--- config.mk ---
export PLATFORM = sky130hd
export DESIGN_NAME = prc_top
export DESIGN_NICKNAME = d
export VERILOG_FILES = /design/src/rtl/prc_pkg.sv /design/src/rtl/prc_top.sv
export VERILOG_INCLUDE_DIRS = /design/src /design/src/rtl
export SDC_FILE = /design/constraint.sdc
export NUM_CORES = 1
export LEC_CHECK = 0
export BUFFER_PORTS_ARGS = -buffer_cell sky130_fd_sc_hd__clkbuf_2
export CORE_MARGIN = 1.5
export CORE_UTILIZATION = 55
export CTS_CLUSTER_SIZE = 16
export DETAILED_ROUTE_END_ITERATION = 8
export PLACE_DENSITY = 0.73
export RECOVER_POWER = 25
export SYNTH_ARGS = -nofsm -noshare
export SYNTH_HDL_FRONTEND = slang
export SYNTH_SLANG_ARGS = --single-unit
--- constraint.sdc ---
create_clock -name sys_clk_i -period 15.9 [get_ports sys_clk_i]
set_clock_uncertainty 0.15 [all_clocks]
set_input_delay 4.77 -clock sys_clk_i [delete_from_list [all_inputs] [get_ports sys_clk_i]]
set_output_delay 4.77 -clock sys_clk_i [all_outputs]
set_load 0.03 [all_outputs]
--- src/rtl/prc_defines.svh ---
// Purpose: constants for the reference path control block
// Assumes: APB word addressing, register index = byte address / 4
// Notes:   fields are taken from the active copy after an update write
`ifndef PRC_DEFINES_SVH
`define PRC_DEFINES_SVH

`define PRC_IDX_BASE    10'h010
`define PRC_IDX_LAST    10'h020
`define PRC_IDX_STAT    10'h021
`define PRC_IDX_UPD     10'h232
`define PRC_NREG        17
`define PRC_OFF_PUMP    5'd0
`define PRC_OFF_RLO     5'd1
`define PRC_OFF_RHI     5'd2
`define PRC_OFF_ACNT    5'd3
`define PRC_OFF_BLO     5'd4
`define PRC_OFF_BHI     5'd5
`define PRC_OFF_PRE     5'd6
`define PRC_OFF_CAL     5'd8
`define PRC_OFF_SYNC    5'd9
`define PRC_OFF_MON     5'd11
`define PRC_OFF_REFC    5'd12
`define PRC_OFF_DIFF    5'd13
`define PRC_OFF_CUR     5'd16
`define PRC_RST_PUMP    8'h01
`define PRC_LOOP_ON     2'h0
`define PRC_CP_HIZ      3'h0
`define PRC_CP_UP       3'h1
`define PRC_CP_DOWN     3'h2
`define PRC_CP_NORMAL   3'h3
`define PRC_MON_P_BAD   4'h7
`define PRC_MON_S_BAD   4'h8
`define PRC_STAT_SWITCH 4'hf
`define PRC_MON_TIMEOUT 12'd1024
`define PRC_UPD_BIT     0
`define PRC_NSYNC       5

`endif

--- src/rtl/prc_pkg.sv ---
// Purpose: shared types for the reference path control block
// Assumes: nothing beyond the defines header
// Notes:   deglitch gate states
package prc_pkg;
   typedef enum logic {PRC_DG_PASS, PRC_DG_WAIT} prc_dg_t;
endpackage : prc_pkg

--- src/rtl/prc_top.sv ---
// Purpose: PLL reference path control: selection, switchover, dividers, pump
// Assumes: reference and feedback pins are slow against sys_clk_i
// Notes:   settings written over APB apply only after the update write
//
// Chosen here: the APB register port and the register addresses.
`timescale 1ns/1ps
`include "prc_defines.svh"
module prc_top
   import prc_pkg::*;
(
   input  wire logic        sys_clk_i,
   input  wire logic        rst_i,
   input  wire logic [11:0] paddr_i,
   input  wire logic        psel_i,
   input  wire logic        penable_i,
   input  wire logic        pwrite_i,
   input  wire logic [31:0] pwdata_i,
   output logic      [31:0] prdata_o,
   output logic             pready_o,
   output logic             pslverr_o,
   input  wire logic        primary_reference_i,
   input  wire logic        secondary_reference_i,
   input  wire logic        vco_feedback_i,
   input  wire logic        reference_choice_pin_i,
   input  wire logic        sync_n_i,
   output logic             pump_up_o,
   output logic             pump_down_o,
   output logic             pump_hiz_o,
   output logic      [2:0]  pump_current_o,
   output logic             diff_rx_power_o,
   output logic             primary_buf_power_o,
   output logic             secondary_buf_power_o,
   output logic             reference_monitor_pin_o,
   output logic             status_pin_o,
   output logic             secondary_active_o,
   output logic             pfd_ref_o,
   output logic             pfd_fb_o,
   output logic             vco_cal_o
);

   // ---------------- pin synchronisers ----------------
   logic [`PRC_NSYNC-1:0] pin_vec;
   logic [`PRC_NSYNC-1:0] lvl;
   logic [`PRC_NSYNC-1:0] rise;
   logic [2:0]            sync_q [`PRC_NSYNC];

   assign pin_vec = {sync_n_i, reference_choice_pin_i, vco_feedback_i,
                     secondary_reference_i, primary_reference_i};

   genvar g;
   generate
      for (g = 0; g < `PRC_NSYNC; g++) begin : g_sync
         always_ff @(posedge sys_clk_i) begin
            if (rst_i) begin
               sync_q[g] <= 3'h0;
               lvl[g]    <= 1'b0;
            end else begin
               sync_q[g] <= {sync_q[g][1:0], pin_vec[g]};
               if (sync_q[g][2] == sync_q[g][1])
                  lvl[g] <= sync_q[g][1];
            end
         end
         assign rise[g] = (sync_q[g][2] == sync_q[g][1]) & sync_q[g][1] & ~lvl[g];
      end
   endgenerate

   // ---------------- register file ----------------
   logic [7:0] shadow [`PRC_NREG];
   logic [7:0] active [`PRC_NREG];
   logic [9:0] idx;
   logic [4:0] off;
   logic       acc_start;
   logic       wr_fire;
   logic [7:0] status_byte;

   function automatic logic idx_in_file(input logic [9:0] i);
      return (i >= `PRC_IDX_BASE) && (i <= `PRC_IDX_LAST);
   endfunction : idx_in_file

   assign idx       = paddr_i[11:2];
   assign off       = 5'(idx - `PRC_IDX_BASE);
   assign acc_start = psel_i & penable_i & ~pready_o;
   assign wr_fire   = psel_i & penable_i & pready_o & pwrite_i;

   always_ff @(posedge sys_clk_i) begin
      if (rst_i) begin
         pready_o  <= 1'b0;
         pslverr_o <= 1'b0;
         prdata_o  <= 32'h0;
      end else begin
         pready_o <= acc_start;
         if (acc_start) begin
            prdata_o  <= 32'h0;
            pslverr_o <= 1'b0;
            if (idx_in_file(idx))
               prdata_o <= {24'h0, shadow[off]};
            else if (idx == `PRC_IDX_STAT)
               prdata_o <= {24'h0, status_byte};
            else if (idx != `PRC_IDX_UPD)
               pslverr_o <= 1'b1;
         end
      end
   end

   // zero resets, with the pump register at 01 (loop off), keep every reference input off
   always_ff @(posedge sys_clk_i) begin
      if (rst_i) begin
         for (int i = 0; i < `PRC_NREG; i++) begin
            shadow[i] <= 8'h0;
            active[i] <= 8'h0;
         end
         shadow[`PRC_OFF_PUMP] <= `PRC_RST_PUMP;
         active[`PRC_OFF_PUMP] <= `PRC_RST_PUMP;
      end else begin
         if (wr_fire && idx_in_file(idx))
            shadow[off] <= pwdata_i[7:0];
         if (wr_fire && (idx == `PRC_IDX_UPD) && pwdata_i[`PRC_UPD_BIT])
            for (int i = 0; i < `PRC_NREG; i++)
               active[i] <= shadow[i];
      end
   end

   // ---------------- fields ----------------
   logic        loop_on;
   logic [2:0]  pump_mode;
   logic        pol_neg;
   logic [13:0] r_val;
   logic [5:0]  a_val;
   logic [12:0] b_val;
   logic [2:0]  p_sel;
   logic        r_own_rst;
   logic        ab_rst;
   logic        shared_rst;
   logic        sync_en;
   logic [3:0]  mon_src;
   logic [3:0]  stat_src;
   logic        diff_sel;
   logic        p_en;
   logic        s_en;
   logic        auto_en;
   logic        prefer_sec;
   logic        use_pin;
   logic        man_sel;
   logic        dg_off;
   logic        diff_en;

   assign loop_on    = active[`PRC_OFF_PUMP][1:0] == `PRC_LOOP_ON;
   assign pump_mode  = active[`PRC_OFF_PUMP][6:4];
   assign pol_neg    = active[`PRC_OFF_PUMP][7];
   assign r_val      = {active[`PRC_OFF_RHI][5:0], active[`PRC_OFF_RLO]};
   assign a_val      = active[`PRC_OFF_ACNT][5:0];
   assign b_val      = {active[`PRC_OFF_BHI][4:0], active[`PRC_OFF_BLO]};
   assign p_sel      = active[`PRC_OFF_PRE][2:0];
   assign r_own_rst  = active[`PRC_OFF_PRE][4];
   assign ab_rst     = active[`PRC_OFF_PRE][5];
   assign shared_rst = active[`PRC_OFF_PRE][6];
   assign sync_en    = active[`PRC_OFF_SYNC][7];
   assign mon_src    = active[`PRC_OFF_MON][3:0];
   assign stat_src   = active[`PRC_OFF_MON][7:4];
   assign diff_sel   = active[`PRC_OFF_REFC][0];
   assign p_en       = active[`PRC_OFF_REFC][1];
   assign s_en       = active[`PRC_OFF_REFC][2];
   assign auto_en    = active[`PRC_OFF_REFC][3];
   assign prefer_sec = active[`PRC_OFF_REFC][4];
   assign use_pin    = active[`PRC_OFF_REFC][5];
   assign man_sel    = active[`PRC_OFF_REFC][6];
   assign dg_off     = active[`PRC_OFF_REFC][7];
   assign diff_en    = active[`PRC_OFF_DIFF][0];

   // ---------------- front end power ----------------
   logic diff_pwr;
   logic p_pwr;
   logic s_pwr;

   assign diff_pwr = loop_on & diff_sel & diff_en;
   assign p_pwr    = loop_on & ~diff_sel & p_en;
   assign s_pwr    = loop_on & ~diff_sel & s_en;

   always_ff @(posedge sys_clk_i) begin
      if (rst_i) begin
         diff_rx_power_o       <= 1'b0;
         primary_buf_power_o   <= 1'b0;
         secondary_buf_power_o <= 1'b0;
         vco_cal_o             <= 1'b0;
         pump_current_o        <= 3'h0;
      end else begin
         diff_rx_power_o       <= diff_pwr;
         primary_buf_power_o   <= p_pwr;
         secondary_buf_power_o <= s_pwr;
         // calibration output follows the calibration register bit, with no gating
         vco_cal_o             <= active[`PRC_OFF_CAL][0];
         // step k gives (k+1)/8 of full scale
         pump_current_o        <= active[`PRC_OFF_CUR][2:0];
      end
   end

   // ---------------- reference watchdogs ----------------
   logic [1:0]  ref_rise;
   logic [1:0]  ref_valid;
   logic [11:0] miss_cnt [2];

   assign ref_rise = {rise[1] & s_pwr, rise[0] & p_pwr};

   generate
      for (g = 0; g < 2; g++) begin : g_mon
         always_ff @(posedge sys_clk_i) begin
            if (rst_i || !ref_rise[g] && (miss_cnt[g] == `PRC_MON_TIMEOUT)) begin
               miss_cnt[g]  <= 12'h0;
               ref_valid[g] <= 1'b0;
            end else if (ref_rise[g]) begin
               miss_cnt[g]  <= 12'h0;
               ref_valid[g] <= 1'b1;
            end else if (ref_valid[g]) begin
               miss_cnt[g]  <= miss_cnt[g] + 12'd1;
            end
         end
      end
   endgenerate

   // ---------------- selection and deglitch ----------------
   logic    next_sel;
   logic    sel_q;
   logic    sel_chg;
   logic    cur_rise;
   logic    gated;
   prc_dg_t dg_state;

   always_comb begin
      next_sel = 1'b0;
      if (!diff_sel) begin
         if (auto_en) begin
            // revertive only: the preferred input wins once it is valid
            if (prefer_sec)
               next_sel = ~(~ref_valid[1] & ref_valid[0]);
            else
               next_sel = ~ref_valid[0] & ref_valid[1];
         end else begin
            next_sel = use_pin ? lvl[3] : man_sel;
         end
      end
   end

   assign sel_chg  = next_sel != sel_q;
   assign cur_rise = diff_sel ? (rise[0] & diff_pwr) : (sel_q ? ref_rise[1] : ref_rise[0]);
   assign gated    = cur_rise & (dg_state == PRC_DG_PASS) & ~sel_chg;

   always_ff @(posedge sys_clk_i) begin
      if (rst_i) begin
         sel_q    <= 1'b0;
         dg_state <= PRC_DG_PASS;
      end else begin
         sel_q <= next_sel;
         case (dg_state)
            PRC_DG_PASS: begin
               if (sel_chg && !dg_off)
                  dg_state <= PRC_DG_WAIT;
            end
            PRC_DG_WAIT: begin
               // first edge of the new input only aligns; with no clock it waits
               if (dg_off || cur_rise && !sel_chg)
                  dg_state <= PRC_DG_PASS;
            end
            default: dg_state <= PRC_DG_PASS;
         endcase
      end
   end

   always_ff @(posedge sys_clk_i) begin
      if (rst_i) begin
         reference_monitor_pin_o <= 1'b0;
         status_pin_o            <= 1'b0;
         secondary_active_o      <= 1'b0;
      end else begin
         reference_monitor_pin_o <= (mon_src == `PRC_MON_P_BAD) ? ~ref_valid[0] :
                                    (mon_src == `PRC_MON_S_BAD) ? ~ref_valid[1] : 1'b0;
         status_pin_o            <= (stat_src == `PRC_STAT_SWITCH) && sel_q;
         secondary_active_o      <= sel_q;
      end
   end

   // ---------------- dividers ----------------
   logic        sync_rst;
   logic        r_reset;
   logic        n_reset;
   logic [13:0] r_cnt;
   logic [13:0] r_term;
   logic [18:0] n_val;
   logic [18:0] n_term;
   logic [18:0] n_cnt;

   function automatic logic [5:0] p_mod(input logic [2:0] code);
      case (code)
         3'h0:    return 6'd2;
         3'h1:    return 6'd4;
         3'h2:    return 6'd8;
         3'h3:    return 6'd16;
         default: return 6'd32;
      endcase
   endfunction : p_mod

   assign sync_rst = sync_en & ~lvl[4];
   assign r_reset  = r_own_rst | shared_rst | sync_rst;
   assign n_reset  = ab_rst | shared_rst | sync_rst;
   assign r_term   = (r_val < 14'd2) ? 14'h0 : r_val - 14'd1;
   // swallow count below main count is the programmer's duty
   assign n_val    = 19'(19'(p_mod(p_sel)) * 19'(b_val)) + 19'(a_val);
   assign n_term   = (n_val < 19'd2) ? 19'h0 : n_val - 19'd1;

   always_ff @(posedge sys_clk_i) begin
      if (rst_i || r_reset) begin
         r_cnt     <= 14'h0;
         pfd_ref_o <= 1'b0;
      end else begin
         pfd_ref_o <= 1'b0;
         if (gated) begin
            if (r_cnt >= r_term) begin
               r_cnt     <= 14'h0;
               pfd_ref_o <= 1'b1;
            end else begin
               r_cnt <= r_cnt + 14'd1;
            end
         end
      end
   end

   always_ff @(posedge sys_clk_i) begin
      if (rst_i || n_reset) begin
         n_cnt    <= 19'h0;
         pfd_fb_o <= 1'b0;
      end else begin
         pfd_fb_o <= 1'b0;
         if (rise[2] && loop_on) begin
            if (n_cnt >= n_term) begin
               n_cnt    <= 19'h0;
               pfd_fb_o <= 1'b1;
            end else begin
               n_cnt <= n_cnt + 19'd1;
            end
         end
      end
   end

   // ---------------- phase detector and pump ----------------
   logic pd_up;
   logic pd_dn;
   logic next_up;
   logic next_dn;

   always_ff @(posedge sys_clk_i) begin
      if (rst_i || !loop_on) begin
         pd_up <= 1'b0;
         pd_dn <= 1'b0;
      end else if ((pd_up | pfd_ref_o) & (pd_dn | pfd_fb_o)) begin
         pd_up <= 1'b0;
         pd_dn <= 1'b0;
      end else begin
         pd_up <= pd_up | pfd_ref_o;
         pd_dn <= pd_dn | pfd_fb_o;
      end
   end

   always_comb begin
      next_up = 1'b0;
      next_dn = 1'b0;
      if (loop_on) begin
         case (pump_mode)
            `PRC_CP_UP:     next_up = 1'b1;
            `PRC_CP_DOWN:   next_dn = 1'b1;
            `PRC_CP_NORMAL: begin
               next_up = pol_neg ? pd_dn : pd_up;
               next_dn = pol_neg ? pd_up : pd_dn;
            end
            default: begin
               next_up = 1'b0;
               next_dn = 1'b0;
            end
         endcase
      end
   end

   always_ff @(posedge sys_clk_i) begin
      if (rst_i) begin
         pump_up_o   <= 1'b0;
         pump_down_o <= 1'b0;
         pump_hiz_o  <= 1'b1;
      end else begin
         pump_up_o   <= next_up;
         pump_down_o <= next_dn;
         pump_hiz_o  <= ~next_up & ~next_dn;
      end
   end

   assign status_byte = {3'h0, dg_state == PRC_DG_WAIT, ref_valid, sel_q, loop_on};
endmodule : prc_top

==> flow_summary_export.csv, run 1 <==
group,metric,value,unit
die,initial_core_util,56.0,%
clocking,cts_setup_buffers,0,
yosys,ys.flop_type,"edfxtp_1",
yosys,synth_edf_count,317,
routing,wl_met1,17900,µm
global_routing,grt_pass1_wl,69100,µm
setup_path,worstSetupStartpoint,"paddr_i[3]",
clocking,ctsHoldBuffers,0,
die,dieArea,39500,µm²
timing,final.setup.tns,0,ps
routing,drt_iter0_drc,770,
yosys,netlist_instances,1706,
timing,finalCritPeriodShare,72.5,%
routing,postRouteAntennaNets,0,
global_routing,grt-ovfl-total,0,
placed_design,place.port_buffers,52,
timing,hold_viol,0,
clocking,insertion_delay,560,ps
routing,drc,0,
routing,vias_per_cell,5.66,
clocking,clockBufferDepth,3,
timing,final_max_slew_viol_count,119,
setup_path,reg2reg_slack,7120,ps
yosys,yosysTopAreaCell,"edfxtp_1",
clocking,cts_buffers,41,
outcome,status,"finished with violations",
outcome,violations,"max-capacitance violations, max-slew violations",
clocking,ctsResizeCount,0,
yosys,synth-seq-cells,401,
die,io_pins,103,
yosys,syn_area_per_cell,12.4,µm²
power,power_leakage,9.28,nW
routing,firstDrtPassIters,6,
die,core-area,37700,µm²
cells_and_area,layoutNonFillerInstCount,2372,
setup_path,cp_max_fo,67,
routing,wl_met2,21800,µm
routing,drt_wl_total,43900,µm
setup_path,criticalPathCategory,"primary input to flip-flop",
cells_and_area,nets,2013,
routing,vias,13400,
setup_path,crit_arrival,11560,ps
yosys,synth_area,21100,µm²
global_routing,grt_pass1_vias,13300,
clocking,htree_num_levels,2,
placed_design,dp.cells,2295,
timing,finalCriticalPeriod,11530,ps
routing,wl_met3,2690,µm
clocking,cts.clk_slew.worst_paths,60,ps
routing,wl_per_cell,18.5,µm
clocking,cts_tree,"built",
yosys,synth_cell_types,80,
setup_path,endpoint,"active[2][1]",
timing,slew_headroom,-182,%
routing,top_layer_used,"met4",
yosys,synth_area_leaders,"edfxtp_1 45%, dfxtp_1 8.0%, mux4_2 7.5%",
worst_hold_path,hold_path_class,"flip-flop to flip-flop",
yosys,synthArstFlopShare,0,%
clocking,cts.sinks,401,
die,rows,71,
yosys,yosysWarnings,0,
die,die_w,199,µm
timing,worstMarginPinSlew,4230,ps
timing,rsz0062_at_grt,"no",
setup_path,r2r_start,"active[6][2]",
global_routing,grt_use_total,22.9,%
cells_and_area,drive_above_1_share,11.0,%
global_routing,grt_start_max_net_pins,80,
setup_path,cp-end-kind,"flip-flop",
run,maxCapViolCount,2,
timing,fmax,86.7,MHz
cells_and_area,finish.utilization,61.8,%
placed_design,hpwl,31200,µm
power,powerDensity,99.5,nW/µm²
power,vdd.ir_drop.worst,96.8,µV
yosys,ys_seq_area_share,53.1,%
setup_path,reg2reg_depth,25,
setup_path,required,15930,ps
timing,whs,253,ps
setup_path,worstSetupStartpointType,"primary input",
clocking,cts_root_buffer,"clkbuf_16",
yosys,synth.top_cell.area_share,45.1,%
setup_path,r2r_end,"n_cnt[16]",
global_routing,grt_antenna_before_repair,1,
cells_and_area,syn2layout_area_growth,10.5,%
placed_design,place_congestion,0.848,
timing,setup_viol_count_final,0,
die,die_h,199,µm
cell usage after synthesis (32+ instances only):
| master | number |
|---|---|
| edfxtp_1 | 317 |
| xnor2_1 | 40 |
| nor2_1 | 168 |
| mux4_2 | 70 |
| fa_1 | 36 |
| inv_1 | 53 |
| and2_1 | 127 |
| xor2_1 | 41 |
| dfxtp_1 | 84 |
| nand3_1 | 45 |
| nand2_1 | 97 |
| a21oi_1 | 39 |
| nor2b_1 | 32 |
| nor3_1 | 44 |
| clkbuf_1 | 50 |
| ha_1 | 96 |
| and3_1 | 86 |
kinds of logic (layout without fill, tap and decap cells):
group / Yosys count / count (layout) / synth area share (%)
AND/OR/NAND/NOR: 705 / 705 / 18.1
flip-flops: 401 / 401 / 53.1
buffers and inverters: 153 / 193 / 3.28
AO/OA/AOI/OAI: 148 / 148 / 4.78
adder cells (fa/ha/maj): 132 / 132 / 9.12
multiplexers: 85 / 85 / 8.22
XOR/XNOR: 81 / 81 / 3.36
other: 1 / 116 / 0.0178
power by group:
part | switching [mW] | internal, mW | leakage (nW) | total [mW]
Sequential | 0.0169 | 1.16 | 3.92 | 1.18
Combinational | 0.114 | 0.0727 | 4.68 | 0.187
Clock | 0.405 | 0.550 | 0.668 | 0.955
placed cells by master, fill, tap and decap left out, types with 12 or more instances in the layout:
master / count
dfxtp_1: 84
conb_1: 114
nand2_1: 97
xor2_1: 41
nor2_1: 168
clkbuf_16: 43
xnor2_1: 40
nor2b_1: 32
and3_1: 86
clkbuf_2: 25
and2_1: 127
nor3_1: 44
a21o_1: 13
o21ai_0: 25
nand3_1: 45
ha_1: 96
nor4_1: 14
fa_1: 36
nand4_1: 24
mux4_2: 70
edfxtp_1: 317
inv_1: 54
clkinv_2: 12
clkbuf_1: 34
a21oi_1: 39
worst min path at each step:
stage	startpoint	to	slack (ps)	depth (start not counted)
after CTS	active[12][7]	dg_state	250	1
after global placement	active[12][7]	dg_state	240	1
final	active[12][7]	dg_state	250	1
after detailed placement	active[12][7]	dg_state	250	1
after global routing	active[12][7]	dg_state	270	1
after floorplan	active[12][7]	dg_state	240	1
per-layer routing:
metal  up-vias  GRT usage (%)
li1       6353              -
met1      6592           29.0
met2       385           38.9
met3        90           4.65
met4         0           8.73
met5         -              0
critical path, stage by stage:
cell      delay (ps)
buf_2             70
clkbuf_1        2970
nand3b_1        1200
nor2_1           360
nand3_1          240
nor3_1           270
clkbuf_1         720
or2_2            240
buf_4            650
per-stage QoR:
step	cell area [µm²]	power (mW)	setup slack, ps
final	23300	2.32	4370
after CTS	23400	2.33	7100
after detailed placement	22000	1.38	7140
after floorplan	21500	1.34	8270
after global placement	22000	1.38	7310
after global routing	23300	2.39	3920
state kept, by name, indices dropped and copies added (netlist names), 2 cells and up:
| name | count |
|---|---|
| shadow | 226 |
| active | 67 |
| miss_cnt | 24 |
| n_cnt | 19 |
| sync_q | 15 |
| r_cnt | 14 |
| prdata_o | 8 |
| lvl | 5 |
| pump_current_o | 3 |
| ref_valid | 2 |
final cells by class:
| class | instances | area, µm² |
|---|---|---|
| multi-input combinational | 1265 | 9590 |
| clock inverter | 22 | 186 |
| tap | 511 | 639 |
| inverter | 54 | 203 |
| fill | 3040 | 14400 |
| antenna | 2 | 5.00 |
| sequential | 401 | 11200 |
| timing repair buffer | 64 | 310 |
| clock buffer | 53 | 1150 |
(Power assumes the default switching activity.)
==> inputs of run 2 (changes only) <==
--- a/config.mk
+++ b/config.mk
@@ -6,6 +6,7 @@
 export SDC_FILE = /design/constraint.sdc
 export NUM_CORES = 1
 export LEC_CHECK = 0
+export ABC_AREA = 1
 export BUFFER_PORTS_ARGS = -buffer_cell sky130_fd_sc_hd__clkbuf_2
 export CORE_MARGIN = 1.5
 export CORE_UTILIZATION = 55
==> constraint.sdc (replaced) <==
create_clock -name sys_clk_i -period 10.8 [get_ports sys_clk_i]
set_clock_uncertainty 0.15 [all_clocks]
set_input_delay 3.24 -clock sys_clk_i [delete_from_list [all_inputs] [get_ports sys_clk_i]]
set_output_delay 3.24 -clock sys_clk_i [all_outputs]
set_load 0.03 [all_outputs]
==> flow_summary_export.csv, run 2 <==
group,metric,value,unit
setup_path,worstSetupStartpoint,"paddr_i[4]",
yosys,synth_common_cells,"455 x nor2_1, 452 x nand2_1, 323 x edfxtp_1",
cells_and_area,drive_above_1_share,4.97,%
routing,vias_per_cell,5.41,
clocking,insertion_delay,550,ps
global_routing,grtUsageMet1,32.0,%
power,power.switching,0.813,mW
die,die_w,201,µm
setup_path,crit_arrival,7710,ps
die,core-area,38600,µm²
power,internal_power,2.62,mW
setup_path,criticalPathCategory,"primary input to flip-flop",
power,netSwitchingFraction,23.6,%
outcome,violations,"max-capacitance violations, max-slew violations",
placed_design,place.port_buffers,52,
cells_and_area,final_cell_mix,"456 x nor2_1, 451 x nand2_1, 323 x edfxtp_1",
cells_and_area,top_register,"shadow",
yosys,synth-seq-cells,407,
yosys,yosysTopAreaCell,"edfxtp_1",
clocking,htree_num_levels,2,
routing,drt_iter0_drc,1658,
clocking,clockBufferDepth,3,
outcome,status,"finished with violations",
routing,drt_wl_total,49800,µm
cells_and_area,largest_reg_flops,232,
setup_path,critPathMaxStageDelay,1190,ps
cells_and_area,nets,2707,
setup_path,endpoint,"shadow[7][1]",
clocking,cts.clk_slew.worst_paths,60,ps
setup_path,r2r_end,"n_cnt[10]",
timing,slew_headroom,-35.8,%
yosys,ys_seq_area_share,52.9,%
timing,finalCritPeriodShare,71.1,%
global_routing,grt_pass1_wl,79800,µm
timing,whs,260,ps
global_routing,grt-ovfl-total,0,
clocking,ctsHoldBuffers,0,
setup_path,reg2reg_slack,3200,ps
timing,setup_viol_count_final,0,
power,power,3.44,mW
setup_path,cp-end-kind,"flip-flop",
yosys,yosysMostFrequentCell,"nor2_1",
worst_hold_path,hold_path_depth,2,
yosys,synth_area,21500,µm²
placed_design,place_congestion,0.936,
timing,worstMarginPinSlew,2040,ps
clocking,cts_root_buffer,"clkbuf_16",
yosys,synth_cell_types,47,
routing,drc,0,
global_routing,grt_start_max_net_pins,68,
power,vdd.ir_drop.worst,158,µV
global_routing,met2_usage,42.7,%
clocking,cts.sinks,407,
cells_and_area,final_common_cell,"nor2_1",
clocking,cts_tree,"built",
setup_path,worstSetupStartpointType,"primary input",
yosys,syn_area_per_cell,9.06,µm²
setup_path,slowest_stage,"nor2_1",
setup_path,reg2reg_depth,33,
timing,hold_viol,0,
power,power.share.clock,40.6,%
power,p_comb_share,8.4,%
global_routing,busiest_layer,"met2",
cells_and_area,syn2layout_area_growth,10.5,%
power,p_seq_share,51.0,%
die,rows,72,
yosys,synth_edf_count,323,
global_routing,grtUsageMet3,4.14,%
setup_path,required,10830,ps
worst_hold_path,hold_path_class,"flip-flop to flip-flop",
clocking,ctsResizeCount,0,
yosys,synthArstFlopShare,0,%
setup_path,cpMostUsedCell,"nand3_1",
power,powerDensity,145,nW/µm²
routing,firstDrtPassIters,6,
cells_and_area,reg_top3,"shadow (232), active (67), miss_cnt (24)",
routing,vias,16600,
timing,final_max_slew_viol_count,71,
yosys,yosysWarnings,0,
timing,rsz0062_at_grt,"no",
die,dieArea,40300,µm²
routing,wl_per_cell,16.2,µm
global_routing,grt_pass1_vias,15900,
yosys,synth_area_leaders,"edfxtp_1 45%, nor2_1 7.9%, nand2_1 7.9%",
routing,postRouteAntennaNets,0,
setup_path,cp_cell_sequence,"clkbuf_1, nor2_1, nand3_1, o21ai_0, nand3_1, nor3_1, nand2_4, nand2_1",
timing,finalCriticalPeriod,7680,ps
yosys,netlist_instances,2376,
clocking,cts_buffers,42,
die,die_h,201,µm
timing,fmax,130,MHz
die,io_pins,103,
global_routing,grt_antenna_before_repair,0,
global_routing,grt_use_total,24.8,%
power,power_leakage,10.3,nW
die,initial_core_util,55.7,%
clocking,cts_setup_buffers,0,
setup_path,r2r_start,"active[6][2]",
placed_design,hpwl,35400,µm
run,maxCapViolCount,2,
timing,final.setup.tns,0,ps
yosys,synth.top_cell.area_share,45.1,%
setup_path,cp_max_fo,20,
yosys,ys.flop_type,"edfxtp_1",
cells_and_area,antenna_cells,0,
cells_and_area,finish.utilization,61.5,%
[run 2: metrics by stage]
| stage | setup WS, ps | area, µm² | cells |
|---|---|---|---|
| 3_5_place_dp | 3240 | 22500 | 2995 |
| 4_1_cts | 3240 | 23900 | 3071 |
| 3_3_place_gp | 3390 | 22500 | 2995 |
| 6_report | 3120 | 23800 | 3071 |
| 2_1_floorplan | 4460 | 22000 | 2495 |
| 5_1_grt | 2530 | 23800 | 3071 |
[run 2: worst min path at each step]
stage	start	endpoint	slack, ps
after floorplan	active[12][7]	dg_state	230
after global placement	sync_q[1][0]	sync_q[1][1]	240
after detailed placement	sync_q[0][0]	sync_q[0][1]	240
after CTS	sync_q[3][0]	sync_q[3][1]	260
after global routing	active[12][7]	dg_state	270
final	sync_q[3][0]	sync_q[3][1]	260
[run 2: cell type report]
cell class	instances	area, µm²
clock buffer	60	1230
fill	3247	14900
multi-input combinational	1690	8920
clock inverter	16	103
tap	518	648
timing repair buffer	65	318
sequential	407	11400
inverter	315	1180
[run 2: routing by layer]
metal,share of wire [%],up-vias
li1,-,8011
met1,40,7868
met2,49,650
met3,8.3,90
met4,2.8,0
met5,0,-
[run 2: power groups by stage]
stage	Clock (mW)	Sequential, mW	Combinational [mW]
detailed placement	0	1.78	0.283
finish	1.40	1.75	0.287
floorplan	0	1.78	0.210
global route	1.47	1.76	0.321
CTS	1.41	1.75	0.285
global placement	0	1.78	0.275
[run 2: cells by family (layout without fill, tap and decap cells)]
kind of cell	Yosys count	count (layout)	synth area share (%)
adder cells (fa/ha/maj)	132	132	8.93
other	1	120	0.0174
flip-flops	407	407	52.9
AO/OA/AOI/OAI	249	249	6.60
buffers and inverters	398	456	7.53
XOR/XNOR	36	36	1.47
AND/OR/NAND/NOR	1153	1153	22.6
[run 2: critical path, delay by kind of cell]
kind | cells | cell delay, ps
buffers and inverters | 1 | 490
AO/OA/AOI/OAI | 1 | 450
AND/OR/NAND/NOR | 6 | 3510
